--- src/logic/sprm_pkg.sv ---
// Purpose: Shared types and constants for the serial port pin routing multiplexers
// Assumes: One clock, static configuration loaded by boot code
// Notes: Entry numbers index the seventeen routing multiplexers of the block
package sprm_pkg;

    ////////////////////////////////////////////////////////////////////////////////
    // Sizes
    localparam int MUX_COUNT = 17;
    localparam int FAB_W = 67;
    localparam int PAD_COUNT = 4;
    localparam int ENTRY_W = 5;
    localparam int MUXNUM_W = 7;

    ////////////////////////////////////////////////////////////////////////////////
    // Entry positions
    localparam int E_TX0 = 0;
    localparam int E_RX0 = 1;
    localparam int E_TX1 = 2;
    localparam int E_RX1 = 3;
    localparam int E_GPIO20_FAB = 4;
    localparam int E_U0_MODEM = 5;
    localparam int E_U1_MODEM = 11;
    localparam int MODEM_LINES = 6;
    localparam int MODEM_OUT_LINES = 2;
    localparam int GPIO20_BIT = 0;

    // Routing multiplexer number per entry
    localparam logic [MUXNUM_W-1:0] MUX_NUM [MUX_COUNT] = '{
        7'h04, 7'h05, 7'h0C, 7'h0D, 7'h2D,
        7'h40, 7'h41, 7'h42, 7'h43, 7'h44, 7'h45,
        7'h4D, 7'h4E, 7'h4F, 7'h50, 7'h51, 7'h52};

    // Fabric interface signal index per entry, zero for pad entries
    localparam int FAB_IDX [MUX_COUNT] = '{
        0, 0, 0, 0, 29,
        48, 49, 50, 51, 52, 53,
        61, 62, 63, 64, 65, 66};

    // Entries that loop the primary side to the fabric interface
    localparam logic [MUX_COUNT-1:0] IS_LOOP = 17'h1_FFF0;

    ////////////////////////////////////////////////////////////////////////////////
    // Types
    typedef struct packed {
        logic sel_b;
        logic pull_up;
        logic pull_down;
        logic schmitt;
    } sprm_cfg_t;

    typedef struct packed {
        logic cts;
        logic dsr;
        logic ri;
        logic dcd;
    } sprm_modem_in_t;

    typedef struct packed {
        logic ext_s1;
        logic ext_s2;
        logic a_in;
        logic b_in;
        logic pad_out;
        logic pad_oe;
    } sprm_cell_st_t;

    typedef struct packed {
        sprm_cfg_t [MUX_COUNT-1:0] cfg;
        logic [MUX_COUNT-1:0] loaded;
        sprm_cfg_t rdata;
    } sprm_top_st_t;

    localparam sprm_cfg_t CFG_RESET = 4'h0;
    localparam sprm_cell_st_t CELL_RESET = 6'h00;
    localparam logic [MUX_COUNT-1:0] ALL_LOADED = 17'h1_FFFF;

endpackage : sprm_pkg

--- src/logic/sprm_routing.sv ---
// Purpose: Serial port pin routing multiplexers between ports, pads and fabric
// Assumes: Boot code loads every configuration entry before the ports are used
// Notes: Configuration is static; inputs from pads and fabric are synchronised
// Summary of operation
// RULE1 - Multiplexers 4, 5, 12 and 13 share one pad buffer between a serial line and a GPIO.
// RULE2 - Multiplexers 64 to 69 and 77 to 82 link modem lines to fabric signals, not pads.
// RULE3 - Each transmit or receive multiplexer gives the pad to exactly one function at a time.
// RULE4 - Multiplexer 4 on the serial side drives the pad from the port 0 transmit line; the code puts it on pad_out but keeps pad_oe low.
// RULE5 - Multiplexer 45 can route GPIO 20 to fabric signals with index 29.
// RULE6 - Software loads each multiplexer's configuration to reach the fabric route.
// RULE7 - Multiplexer 64 on the fabric route passes port 0 RTS to to-fabric signal 48.
// RULE8 - Port 0 uses fabric signals 48 to 53 and port 1 uses 61 to 66 for modem lines.
// RULE9 - Boot code loads all configuration entries at start-up before the ports are used.
// RULE10 - Outgoing modem lines tie primary enable high; incoming and receive lines tie it low.
// RULE11 - Each multiplexer holds pull-up, pull-down and Schmitt settings with its selection.
`timescale 1ns/1ps
`default_nettype none

module sprm_routing (
    input wire logic core_clk, // System clock, 50 MHz
    input wire logic rstn, // Async reset, active low
    input wire logic cfg_wr, // Configuration write strobe
    input wire logic [sprm_pkg::ENTRY_W-1:0] cfg_entry, // Entry to write or read
    input wire sprm_pkg::sprm_cfg_t cfg_wdata, // Configuration write value
    output sprm_pkg::sprm_cfg_t cfg_rdata, // Configuration of cfg_entry
    output logic [sprm_pkg::MUXNUM_W-1:0] cfg_mux_num, // Multiplexer number of cfg_entry
    output logic cfg_all_loaded, // Every entry written since reset
    input wire logic uart0_txd, // Port 0 transmit line
    output logic uart0_rxd, // Port 0 receive line
    input wire logic uart1_txd, // Port 1 transmit line
    output logic uart1_rxd, // Port 1 receive line
    input wire logic uart0_rts, // Port 0 request to send
    input wire logic uart0_dtr, // Port 0 terminal ready
    output sprm_pkg::sprm_modem_in_t uart0_modem_in, // Port 0 incoming modem lines
    input wire logic uart1_rts, // Port 1 request to send
    input wire logic uart1_dtr, // Port 1 terminal ready
    output sprm_pkg::sprm_modem_in_t uart1_modem_in, // Port 1 incoming modem lines
    input wire logic [sprm_pkg::PAD_COUNT-1:0] gpio_out, // GPIO 20, 21, 28, 29 outputs
    input wire logic [sprm_pkg::PAD_COUNT-1:0] gpio_oe, // GPIO 20, 21, 28, 29 enables
    output logic [sprm_pkg::PAD_COUNT-1:0] gpio_in, // GPIO 20, 21, 28, 29 inputs
    input wire logic [sprm_pkg::PAD_COUNT-1:0] pad_in, // Subsystem pad buffer inputs
    output logic [sprm_pkg::PAD_COUNT-1:0] pad_out, // Subsystem pad buffer outputs
    output logic [sprm_pkg::PAD_COUNT-1:0] pad_oe, // Subsystem pad enables, high drives
    output logic [sprm_pkg::MUX_COUNT-1:0] pad_pull_up, // Pull-up per entry
    output logic [sprm_pkg::MUX_COUNT-1:0] pad_pull_down, // Pull-down per entry
    output logic [sprm_pkg::MUX_COUNT-1:0] pad_schmitt_trigger, // Schmitt per entry
    output logic [sprm_pkg::FAB_W-1:0] to_fabric_signal, // Subsystem to fabric
    input wire logic [sprm_pkg::FAB_W-1:0] from_fabric_signal, // Fabric to subsystem
    input wire logic [sprm_pkg::FAB_W-1:0] from_fabric_output_enable // Fabric enables
);

    ////////////////////////////////////////////////////////////////////////////////
    // Configuration state

    sprm_pkg::sprm_top_st_t st_reg;
    sprm_pkg::sprm_top_st_t st_next;
    logic entry_ok;

    assign entry_ok = cfg_entry < sprm_pkg::ENTRY_W'(sprm_pkg::MUX_COUNT);

    always_comb
    begin
        st_next = st_reg;
        if (cfg_wr && entry_ok)
        begin
            st_next.cfg[cfg_entry] = cfg_wdata; // see RULE6
            st_next.loaded[cfg_entry] = 1'b1; // see RULE9
        end
        st_next.rdata = entry_ok ? st_reg.cfg[cfg_entry] : sprm_pkg::CFG_RESET;
    end

    always_ff @(posedge core_clk or negedge rstn)
    begin
        if (!rstn)
        begin
            st_reg <= '0;
        end
        else
        begin
            st_reg <= st_next;
        end
    end

    assign cfg_rdata = st_reg.rdata;
    assign cfg_all_loaded = st_reg.loaded == sprm_pkg::ALL_LOADED;

    always_comb
    begin
        cfg_mux_num = '0;
        for (int i = 0; i < sprm_pkg::MUX_COUNT; i++)
        begin
            if (cfg_entry == sprm_pkg::ENTRY_W'(i))
            begin
                cfg_mux_num = sprm_pkg::MUX_NUM[i];
            end
        end
    end

    ////////////////////////////////////////////////////////////////////////////////
    // Primary and alternate side sources

    logic [sprm_pkg::MUX_COUNT-1:0] a_out;
    logic [sprm_pkg::MUX_COUNT-1:0] a_oe;
    logic [sprm_pkg::MUX_COUNT-1:0] b_out;
    logic [sprm_pkg::MUX_COUNT-1:0] b_oe;
    logic [sprm_pkg::MUX_COUNT-1:0] pad_i;
    logic [sprm_pkg::MUX_COUNT-1:0] a_in;
    logic [sprm_pkg::MUX_COUNT-1:0] b_in;
    logic [sprm_pkg::MUX_COUNT-1:0] p_out;
    logic [sprm_pkg::MUX_COUNT-1:0] p_oe;

    always_comb
    begin
        a_out = '0;
        a_oe = '0; // see RULE10
        b_out = '0;
        b_oe = '0;
        pad_i = '0;
        a_out[sprm_pkg::E_TX0] = uart0_txd; // see RULE4
        a_out[sprm_pkg::E_TX1] = uart1_txd; // see RULE1
        a_out[sprm_pkg::E_GPIO20_FAB] = gpio_out[sprm_pkg::GPIO20_BIT]; // see RULE5
        a_out[sprm_pkg::E_U0_MODEM] = uart0_rts; // see RULE7
        a_out[sprm_pkg::E_U0_MODEM + 1] = uart0_dtr; // see RULE8
        a_out[sprm_pkg::E_U1_MODEM] = uart1_rts; // see RULE8
        a_out[sprm_pkg::E_U1_MODEM + 1] = uart1_dtr; // see RULE8
        for (int m = 0; m < sprm_pkg::MODEM_OUT_LINES; m++)
        begin
            a_oe[sprm_pkg::E_U0_MODEM + m] = 1'b1; // see RULE10
            a_oe[sprm_pkg::E_U1_MODEM + m] = 1'b1; // see RULE10
        end
        for (int p = 0; p < sprm_pkg::PAD_COUNT; p++)
        begin
            b_out[p] = gpio_out[p];
            b_oe[p] = gpio_oe[p];
            pad_i[p] = pad_in[p];
        end
        for (int f = sprm_pkg::PAD_COUNT; f < sprm_pkg::MUX_COUNT; f++)
        begin
            b_out[f] = from_fabric_signal[sprm_pkg::FAB_IDX[f]]; // see RULE2
            b_oe[f] = from_fabric_output_enable[sprm_pkg::FAB_IDX[f]];
        end
    end

    ////////////////////////////////////////////////////////////////////////////////
    // Multiplexer cells

    genvar g;
    generate
        for (g = 0; g < sprm_pkg::MUX_COUNT; g++)
        begin : g_mux
            sprm_mux_cell #(
                .LOOP(sprm_pkg::IS_LOOP[g])
            ) u_cell (
                .core_clk(core_clk),
                .rstn(rstn),
                .sel_b(st_reg.cfg[g].sel_b),
                .a_out(a_out[g]),
                .a_oe(a_oe[g]),
                .b_out(b_out[g]),
                .b_oe(b_oe[g]),
                .pad_in(pad_i[g]),
                .a_in(a_in[g]),
                .b_in(b_in[g]),
                .pad_out(p_out[g]),
                .pad_oe(p_oe[g])
            );
            assign pad_pull_up[g] = st_reg.cfg[g].pull_up; // see RULE11
            assign pad_pull_down[g] = st_reg.cfg[g].pull_down; // see RULE11
            assign pad_schmitt_trigger[g] = st_reg.cfg[g].schmitt; // see RULE11
        end
    endgenerate

    ////////////////////////////////////////////////////////////////////////////////
    // Port side results

    always_comb
    begin
        to_fabric_signal = '0;
        for (int f = sprm_pkg::PAD_COUNT; f < sprm_pkg::MUX_COUNT; f++)
        begin
            to_fabric_signal[sprm_pkg::FAB_IDX[f]] = b_in[f]; // see RULE2
        end
    end

    assign pad_out = p_out[sprm_pkg::PAD_COUNT-1:0];
    assign pad_oe = p_oe[sprm_pkg::PAD_COUNT-1:0];
    assign uart0_rxd = a_in[sprm_pkg::E_RX0];
    assign uart1_rxd = a_in[sprm_pkg::E_RX1];

    always_comb
    begin
        uart0_modem_in = '0;
        uart1_modem_in = '0;
        // CTS sits in the top bit of the struct but first in entry order
        for (int m = 0; m < sprm_pkg::MODEM_LINES - sprm_pkg::MODEM_OUT_LINES; m++)
        begin
            uart0_modem_in[sprm_pkg::MODEM_LINES - sprm_pkg::MODEM_OUT_LINES - 1 - m] =
                a_in[sprm_pkg::E_U0_MODEM + sprm_pkg::MODEM_OUT_LINES + m]; // see RULE8
            uart1_modem_in[sprm_pkg::MODEM_LINES - sprm_pkg::MODEM_OUT_LINES - 1 - m] =
                a_in[sprm_pkg::E_U1_MODEM + sprm_pkg::MODEM_OUT_LINES + m]; // see RULE8
        end
    end

    always_comb
    begin
        gpio_in = b_in[sprm_pkg::PAD_COUNT-1:0];
        // GPIO 20 input can arrive from its pad or from the fabric
        gpio_in[sprm_pkg::GPIO20_BIT] = b_in[sprm_pkg::GPIO20_BIT]
            | a_in[sprm_pkg::E_GPIO20_FAB]; // see RULE5
    end
endmodule : sprm_routing

`default_nettype wire

--- src/logic/sprm_mux_cell.sv ---
// Purpose: One routing multiplexer, pad sharing or loop to the fabric interface
// Assumes: The outside input is asynchronous and is synchronised here
// Notes: All outputs come from flip-flops
`timescale 1ns/1ps
`default_nettype none

module sprm_mux_cell #(
    parameter bit LOOP = 1'b0
) (
    input wire logic core_clk, // System clock
    input wire logic rstn, // Async reset, active low
    input wire logic sel_b, // Alternate side selected
    input wire logic a_out, // Primary side output
    input wire logic a_oe, // Primary side output enable
    input wire logic b_out, // Alternate side output, from fabric in loop mode
    input wire logic b_oe, // Alternate side output enable
    input wire logic pad_in, // Pad buffer input
    output logic a_in, // Primary side input
    output logic b_in, // Alternate side input, to fabric in loop mode
    output logic pad_out, // Pad buffer output
    output logic pad_oe // Pad buffer output enable
);

    sprm_pkg::sprm_cell_st_t st_reg;
    sprm_pkg::sprm_cell_st_t st_next;

    always_comb
    begin
        st_next = st_reg;
        st_next.ext_s1 = LOOP ? b_out : pad_in;
        st_next.ext_s2 = st_reg.ext_s1;
        if (LOOP)
        begin
            // Primary output passes to alternate input, fabric back to primary
            st_next.b_in = sel_b & a_out; // see RULE7
            st_next.a_in = sel_b & st_reg.ext_s2; // see RULE8
            st_next.pad_out = 1'b0;
            st_next.pad_oe = 1'b0;
        end
        else
        begin
            // Only one side owns the shared pad at a time
            st_next.a_in = ~sel_b & st_reg.ext_s2; // see RULE3
            st_next.b_in = sel_b & st_reg.ext_s2; // see RULE3
            st_next.pad_out = sel_b ? b_out : a_out; // see RULE1
            st_next.pad_oe = sel_b ? b_oe : a_oe; // see RULE1
        end
    end

    always_ff @(posedge core_clk or negedge rstn)
    begin
        if (!rstn)
        begin
            st_reg <= sprm_pkg::CELL_RESET;
        end
        else
        begin
            st_reg <= st_next;
        end
    end

    assign a_in = st_reg.a_in;
    assign b_in = st_reg.b_in;
    assign pad_out = st_reg.pad_out;
    assign pad_oe = st_reg.pad_oe;

endmodule : sprm_mux_cell

`default_nettype wire

--- config.mk ---
export PLATFORM = sky130hd
export DESIGN_NAME = sprm_routing
export DESIGN_NICKNAME = d
export VERILOG_FILES = /design/src/logic/sprm_pkg.sv /design/src/logic/sprm_routing.sv /design/src/logic/sprm_mux_cell.sv
export SDC_FILE = /design/constraint.sdc
export NUM_CORES = 1
export LEC_CHECK = 0
export BUFFER_PORTS_ARGS = -buffer_cell sky130_fd_sc_hd__buf_2
export CAP_MARGIN = 10
export CORE_MARGIN = 1.5
export CORE_UTILIZATION = 47
export DETAILED_ROUTE_END_ITERATION = 10
export PLACE_DENSITY = 0.78
export SLEW_MARGIN = 15
export SYNTH_ARGS = -nofsm -noshare
export SYNTH_HDL_FRONTEND = slang
export SYNTH_SLANG_ARGS = --single-unit
--- constraint.sdc ---
create_clock -name core_clk -period 2 [get_ports core_clk]
set_input_delay 0.5 -clock core_clk [delete_from_list [all_inputs] [get_ports core_clk]]
set_output_delay 0.5 -clock core_clk [all_outputs]
set_load 0.02 [all_outputs]
# [Word-level counts from Yosys, hierarchy flattened]
# Cells that the tools add are included.
[classes] n_reduce_logical=3 eq_ne=17 order_cmp=3 n_mux=33 n_bitwise=24
[ops] op="two-way mux 7 bit" count=16
[ops] op="bitwise mux 68 bit" count=1
[ops] op="== test 5 x 4 -> 1 bit, second input constant" count=8
[ops] op="AND 1 bit" count=20
[ops] op="binary-select mux 4 bit (select 5 bit)" count=1
[ops] op="demux 4 bit (select 5 bit)" count=1
[ops] op="== test 5 x 3 -> 1 bit, second input constant" count=4
[ops] op="== test 17 bit, second input constant" count=1
[ops] op="bitwise OR 17 bit" count=1
[ops] op="two-way mux 4 bit" count=3
[ops] op="== test 5 x 2 -> 1 bit, second input constant" count=2
[ops] op="two-way mux 1 bit" count=9
[ops] op="< comparator 5 x 6 -> 1 bit, second input constant" count=1
[ops] op="demux 1 bit (select 5 bit)" count=1
[ops] op="== test 5 x 1 -> 1 bit, second input constant" count=1
[ops] op="== test 5 bit, second input constant" count=1
[ops] op="greater-or-equal comparator 5 x 1 -> 1 bit, second input constant" count=1
[ops] op="logical NOT 5 bit" count=1
[ops] op="< comparator 5 bit, second input constant" count=1
[ops] op="two-way mux 3 bit" count=1
[ops] op="logical AND 1 bit" count=2
[ops] op="NOT 1 bit" count=2
[ops] op="bitwise OR 1 bit" count=1
[word_totals] reg_bits=143 in_bits=164 output_inout_bits=152

# [Logic depth before layout (Yosys ltp)]
# Gate-level depths: netlist (run 1).
[logic_depth] depth_word=18 mapped_depth=6

# [Cells and area by module]
# Synthesis (run 1) repeated with hierarchy kept, for this count alone.
[unflattened] cells_unflattened=611 area_unflattened_um2=7641.1
[by_module_without_submodules] mod="sprm_routing" cells_per_inst=454 instances=1 area_per_inst_um2=5177.5
[by_module_without_submodules] mod="sprm_mux_cell (g_mux[10].u_cell ...)" cells_per_inst=9 instances=13 area_per_inst_um2=131.4
[by_module_without_submodules] mod="sprm_mux_cell (g_mux[0].u_cell ...)" cells_per_inst=10 instances=4 area_per_inst_um2=188.9

# [Least setup slack after synthesis (run 1)]
# No wires, ideal clock.
[synth_path] path_type="input-to-output" from="input cfg_entry[0] in the netlist's numbering" to="output cfg_mux_num[2] in the netlist's numbering" t_arrival_ps=1712 slack_ps=-212 required_time_ps=1500 stages=6 cell_sequence="buf_4 -> nor2b_1 -> clkbuf_1 -> nor2_1 -> nor2_1 -> a311oi_1"
[synth_between] elab_chain_len=18
[synth_rtl] item="start, declared" line_no="sprm_routing.sv:23" text="input wire logic [sprm_pkg::ENTRY_W-1:0] cfg_entry,"
[synth_rtl] item="logical NOT 5 bit" line_no="sprm_routing.sv:92" text="if (cfg_entry == sprm_pkg::ENTRY_W'(i))"
[synth_rtl] item="two-way mux 3 bit" line_no="sprm_routing.sv:92"
[synth_rtl] item="two-way mux 7 bit (15 in a row)" line_no="sprm_routing.sv:92"
[synth_rtl] item="two-way mux 7 bit (*)" line_no="sprm_routing.sv:92"
[synth_rtl] item="end, declared" line_no="sprm_routing.sv:26" text="output logic [sprm_pkg::MUXNUM_W-1:0] cfg_mux_num,"
# Every way passes the cells marked *; elsewhere a longest branch is shown, timed or not.

# [Worst setup path after layout (run 1)]
[layout_path] from="register st_reg[16] in the netlist's numbering" to="output cfg_all_loaded"
[layout_between] elab_chain_len=1
[layout_rtl] item="start, declared" line_no="sprm_routing.sv:55" text="sprm_pkg::sprm_top_st_t st_reg;"
[layout_rtl] item="start signal, assigned" line_no="sprm_routing.sv:80" text="st_reg <= st_next;"
[layout_rtl] item="== test 17 bit" line_no="sprm_routing.sv:85" text="assign cfg_all_loaded = st_reg.loaded == sprm_pkg::ALL_LOADED;"
[layout_rtl] item="end, declared" line_no="sprm_routing.sv:27" text="output logic cfg_all_loaded,"
# No other way between the ends.

==> impl_results.md, run 1 <==
* Status: finished, final reports clean
* Routed vias/inst at 4.95
* Synthesis Warnings at 0
* TritonCTS Buffers at 17
* RSZ-0062 raised after global routing: yes
* DIE AREA at 15100 um2
* Die Y-Extent at 123 um
* Fin. max-slew vios at 0
* CP peak stage delay at 360 ps
* Fraction of registers with async set/reset at 1.00
* Mean area per synthesized cell at 12.5 um2
* Final worst-path cycle share at 0.997
* Largest net degree at the start of global routing at 51
* Post-Syn Area at 6740 um2
* Share of cells above drive strength 1 at 0.466
* Post-synth top area cell: dfrtp_1
* Sequential-to-total area share from yosys stat at 0.531
* Final Hold Slack at 4.11 ps
* Post-Synthesis Cells at 540
* H-tree levels at 4
* Grt ovf at 0
* Initial antenna violation count at 0
* Design Area, Final at 7580 um2
* First-pass GRT wire length at 22100 um
* Yosys reg bits at 143
* Util after Layout at 0.544
* Xor/xnor share of the synthesized area at 0.00130
* Fraction of synthesized area in multiplexers at 0.169
* Total Nets Final at 780
* Synth area leaders: dfrtp_1 (53%), buf_4 (16%), mux2_2 (13%)
* Number of max-cap violations at 0
* Fmax at 0.501 GHz
* Number of cell rows at 43
* Placed Area at 6940 um2
* Final Hold Viols at 0
* Drt first pass iters at 4
* Die Width at 123 um
* Cell breakdown of the critical path: and4_1, nand3_2, nor4_2, buf_4, buf_6
* Worst EP arrival at 1490 ps
* WL/cell at 17.5 um
* Num ports at 316
* HP Class: input pin to asynchronous set/reset pin
* Slowest cell on the critical path: dfrtp_1
* Global Route Usage Sum at 0.199
* Peak supply drop at 1.06 mV
* Clock skew at 7.26 ps
* Starting Density at 0.484
* Vias post-DR at 4002
* Area Growth Syn to Fin at 12.4%
* Crit end category: output port
* Clock transition at the registers of the reported paths at 60 ps
* IO Port Bufs at 128
* TritonCTS clock tree: done
* Synth Area in Simple Gates at 0.110
* Iter 0 DRT Violations at 176
* Count leader, synth: buf_4
* Diodes inserted at 0
* Critical path peak fanout at 2
* Hold-fix buffers, CTS at 0
* Core area at 13900 um2
* Synth cell types at 42
* Worst skew pair latency at 410 ps
* CTS Sinks at 143
* Largest family of logic cells by synthesized area: buffers and inverters
* Number of flops mapped to enable cells by yosys at 0
* P_leak at 3.82 nW
* Total power at 8.35 mW
* Final Setup Violations at 0
* Placed cells at 777
* Vias in the first global route at 3999
* Worst EP required at 1500 ps
* Critical Setup Path Class: flop to output port
* Post-synthesis compound-gate area fraction at 0.0180
* DRC Markers at 0
* Main synth FF type: dfrtp_1
* Pwr dens at 1100 nW/um2
* Placer Congestion at 0.895
* Longest Clk Path Bufs at 2
* Root Driver: clkbuf_16
* Final wirelength at 14100 um
* Final std cells w/o fill at 809
* Final Critical Period at 1990 ps
* Max FFs per register at 34
* Top-area cell type share of the netlist area at 0.531
* Synth top cells by count: buf_4 (144), dfrtp_1 (143), mux2_2 (78)
* Post-route ant nets at 0
* Kind of start point of the critical path: flop
* DP Wirelength at 10400 um
* Adder-Cell Fraction of Synth Area at 0
==> routing by layer <==
metal,GRT usage,wire (um),vias to the layer above
met5,0,0,-
met4,0.0683,243,0
met3,0.0641,1260,17
met2,0.305,6610,211
met1,0.268,6030,1994
li1,-,-,1780
==> placed cells by master (no fill, tap or decap), types with 2 or more instances in the layout <==
cell	Yosys	routed
dfrtp_1	143	143
buf_2	5	122
mux2_2	78	78
conb_1	1	62
and2_1	25	25
nand2_1	24	24
buf_4	144	22
mux2i_1	17	17
clkbuf_16	0	17
nand2b_1	10	10
nand4_1	10	10
nor2_1	11	9
or2_2	8	8
nand3_1	7	6
nor2b_1	7	5
a22oi_1	4	4
mux4_2	4	4
a32oi_1	4	4
o21ai_0	4	4
clkinvlp_4	0	4
buf_12	0	4
nor2_2	1	3
clkinv_4	0	3
clkinv_2	0	3
inv_1	2	2
nor3_1	2	2
nor2b_2	0	2
nor3b_4	2	2
nor3_4	2	2
bufinv_16	0	2
clkbuf_4	0	2
buf_6	1	2
==> through the flow <==
stage | setup slack [ps] | TNS (ps)
2_1_floorplan | -13.4 | -13.4
3_3_place_gp | 28.1 | 0
3_5_place_dp | -21.2 | -40.4
4_1_cts | -24.1 | -24.1
5_1_grt | -79.1 | -80.9
6_report | 5.86 | 0
==> critical path, delay by kind of cell, from the launching register on <==
family,cells,cell delay [ps]
simple gates,3,440
flops,1,360
buf+inv,2,270
==> repair_timing <==
action,in CTS,in global routing
gates resized for setup,4,11
pin swaps,3,1
setup endpoints to repair,1,6
setup buffers,0,0
==> final timing paths <==
check | start | end | slack (ps) | cells past startpoint
max reg2reg | pad_schmitt_trigger[8] | cfg_rdata[0] | 750 | 3
min in group core_clk | from_fabric_signal[65] | g_mux[15].u_cell.st_next[4] | 190 | 1
min | rstn | g_mux[13].u_cell.a_in | 4 | 1
max in group asynchronous | rstn | g_mux[2].u_cell.pad_oe | 1360 | 2
min reg2reg | g_mux[1].u_cell.st_next[4] | g_mux[1].u_cell.st_reg[4] | 350 | 0
max | st_reg[16] | cfg_all_loaded | 6 | 5
==> power breakdown <==
group          leakage (nW)  total [mW]  switching (mW)  internal [mW]
clock network         0.275        3.06            1.20           1.87
registers              1.79        3.63           0.291           3.34
logic                  1.75        1.65           0.991          0.664
total                  3.82        8.35            2.48           5.87
==> area by class of cell <==
cell class / count / area (um2)
Clock buffer: 19 / 443
Tap cell: 180 / 225
Fill cell: 1161 / 6360
Timing Repair Buffer: 152 / 893
Sequential cell: 143 / 3580
Inverter: 2 / 7.51
Multi-Input combinational cell: 300 / 2290
Clock inverter: 13 / 140
==> cells by family after synthesis <==
kind of cell	Yosys count
flip-flops	143
AND/OR/NAND/NOR	121
multiplexers	99
buffers and inverters	158
other	1
AO/OA/AOI/OAI	17
XOR/XNOR	1
(Power assumes the default switching activity.)
==> inputs of run 2 (changes only) <==
--- a/config.mk
+++ b/config.mk
@@ -5,7 +5,7 @@
 export SDC_FILE = /design/constraint.sdc
 export NUM_CORES = 1
 export LEC_CHECK = 0
-export BUFFER_PORTS_ARGS = -buffer_cell sky130_fd_sc_hd__buf_2
+export BUFFER_PORTS_ARGS = -buffer_cell sky130_fd_sc_hd__buf_4
 export CAP_MARGIN = 10
 export CORE_MARGIN = 1.5
 export CORE_UTILIZATION = 47
==> run 2 against run 1 <==
Via count barely moved; sequential power barely moved; the flow now finishes with violations (negative hold slack, negative setup slack); maximum frequency fell by 0.69%; largest power group unchanged.
==> impl_results.md, run 2 (synthesized netlist as in run 1, its figures left out) <==
* Status: complete, but fails checks
* Failing checks: negative hold slack, negative setup slack
* Worst EP required at 1500 ps (about the same)
* Crit end category: output port
* Dpl ws at 29.6 ps (+50.8 ps)
* Met2 Wirelength at 6580 um (-0.47%)
* Num ports at 316 (unchanged)
* Worst skew pair latency at 420 ps (about the same)
* H-tree levels at 4 (unchanged)
* Top sig layer: met4
* DP Wirelength at 10300 um (-1.1%)
* Most frequent cells in the layout: buf_4 (144), dfrtp_1 (143), mux2_2 (78)
* Total power at 8.81 mW (+5.5%)
* WL/cell at 17.6 um (+0.40%)
* Number of max-cap violations at 0 (unchanged)
* RSZ-0062 raised after global routing: yes
* Final Setup Violations at 1 (+1)
* Placed cells at 774 (-0.39%)
* Final Hold Slack at -0.398 ps (-4.51 ps)
* HP Class: input pin to asynchronous set/reset pin
* Final std cells w/o fill at 804 (-0.62%)
* Initial antenna violation count at 0 (unchanged)
* Largest net degree at the start of global routing at 48 (-5.9%)
* Fin. max-slew vios at 0 (unchanged)
* First-pass GRT wire length at 21900 um (-0.82%)
* Hold-fix buffers, CTS at 0 (unchanged)
* DRC Markers at 0 (unchanged)
* Post-route ant nets at 0 (unchanged)
* TritonCTS clock tree: done
* IO Port Bufs at 128 (unchanged)
* Core area at 13900 um2 (unchanged)
* Clock transition at the registers of the reported paths at 60 ps (about the same)
* Die Y-Extent at 123 um (unchanged)
* Final wirelength at 14100 um (-0.22%)
* Number of cell rows at 43 (unchanged)
* Root Driver: clkbuf_16
* Most common cell after layout, fill and taps aside: buf_4
* Clock skew at 13.0 ps (+5.77 ps)
* Setup Buffers After CTS at 0 (unchanged)
* Critical Setup Path Class: flop to output port
* Grt ovf at 0 (unchanged)
* Fmax at 0.498 GHz (-0.69%)
* Total negative slack at -8.04 ps (-8.04 ps)
* Layout fillers at 1104 (-4.9%)
* Final worst-path cycle share at 1.00 (+0.00695)
* Drt first pass iters at 4 (unchanged)
* CTS Sinks at 143 (unchanged)
* DIE AREA at 15100 um2 (unchanged)
* Vias in the first global route at 3989 (-0.25%)
* Die Width at 123 um (unchanged)
* Placed Area at 7220 um2 (+4.1%)
* Peak supply drop at 0.806 mV (-24%)
* Critical path peak fanout at 2 (unchanged)
* Worst EP arrival at 1510 ps (+20 ps)
* Share of cells above drive strength 1 at 0.455 (-0.0107)
* Total Nets Final at 777 (-0.38%)
* Final setup margin at -8.04 ps (-13.9 ps)
* Final Critical Period at 2010 ps (+13.9 ps)
* Starting Density at 0.484 (unchanged)
* M1 wire length at 6150 um (+2.0%)
* Kind of start point of the critical path: flop
* Diodes inserted at 0 (unchanged)
* Routed vias/inst at 4.98 (+0.60%)
* Global Route Usage Sum at 0.198 (-0.00122)
* DR WL met3 at 1260 um (about the same)
* TritonCTS Buffers at 17 (unchanged)
* Pwr dens at 1120 nW/um2 (+1.3%)
* Vias post-DR at 4001 (-0.025%)
* Area Growth Syn to Fin at 17.0%
* Iter 0 DRT Violations at 252 (+43%)
* Longest Clk Path Bufs at 2 (unchanged)
* P_leak at 3.89 nW (+1.8%)
* Design Area, Final at 7890 um2 (+4.1%)
* Max FFs per register at 34 (unchanged)
* Final Hold Viols at 1 (+1)
* Placer Congestion at 0.900 (+0.56%)
* Reg2reg setup slack at 780 ps (+30 ps)
run 2: cell types whose count changed in the layout (fill, tap and decap cells not counted), sizes merged:
cell | before | now
bufinv | 2 | 5
clkinv | 6 | 3
clkbuf | 21 | 19
buf | 150 | 149
clkinvlp | 4 | 3
inv | 3 | 2
run 2: cell type report:
cell class / instances / area, um2 / area share
Sequential cell: 143 / 3580 / 0.454
Multi-Input combinational cell: 300 / 2290 / 0.290
Timing Repair Buffer: 149 / 1160 / 0.147
Clock buffer: 19 / 433 / 0.0549
Tap cell: 180 / 225 / 0.0285
Clock inverter: 11 / 191 / 0.0243
Inverter: 2 / 7.51 / 0.000951
run 2: where the power goes:
group / switching (mW) / internal [mW] / leakage (nW)
Clock: 1.15 / 2.19 / 0.295
Sequential: 0.318 / 3.34 / 1.79
Combinational: 0.979 / 0.831 / 1.80
run 2: timing repair:
action / in CTS / in global routing
endpoints found under the setup margin: 1 / 3
gates resized for setup: 4 / 4
gates cloned: 0 / 0
pin swaps: 4 / 1
run 2: worst paths after layout:
path                       depth (start not counted)                       start                          end
setup / recovery                                   5                  st_reg[16]               cfg_all_loaded
hold / removal                                     1                        rstn  g_mux[15].u_cell.st_next[4]
setup reg to reg                                   3                  st_reg[36]                 cfg_rdata[3]
hold reg to reg                                    0  g_mux[1].u_cell.st_next[4]    g_mux[1].u_cell.st_reg[4]
max in group asynchronous                          2                        rstn    g_mux[2].u_cell.st_reg[4]
min in group core_clk                              1      from_fabric_signal[65]  g_mux[15].u_cell.st_next[4]
run 2: metrics by stage:
step / hold slack, ps / util
floorplan: 204 / -
global placement: 332 / 0.518
detailed placement: 335 / 0.518
CTS: 14.9 / 0.565
global route: 29.2 / 0.566
finish: -0.398 / 0.566
run 2: layer usage:
metal | GRT usage | vias up
met3 | 0.0720 | 10
li1 | - | 1770
met2 | 0.292 | 209
met5 | 0 | -
met4 | 0.0661 | 0
met1 | 0.271 | 2012
run 2: critical path, stage by stage, from the launching register on:
cell and delay, ps:
dfrtp_1 350, and4_1 200, nand3_2 100, nor4_4 160
buf_4 170, buf_6 110
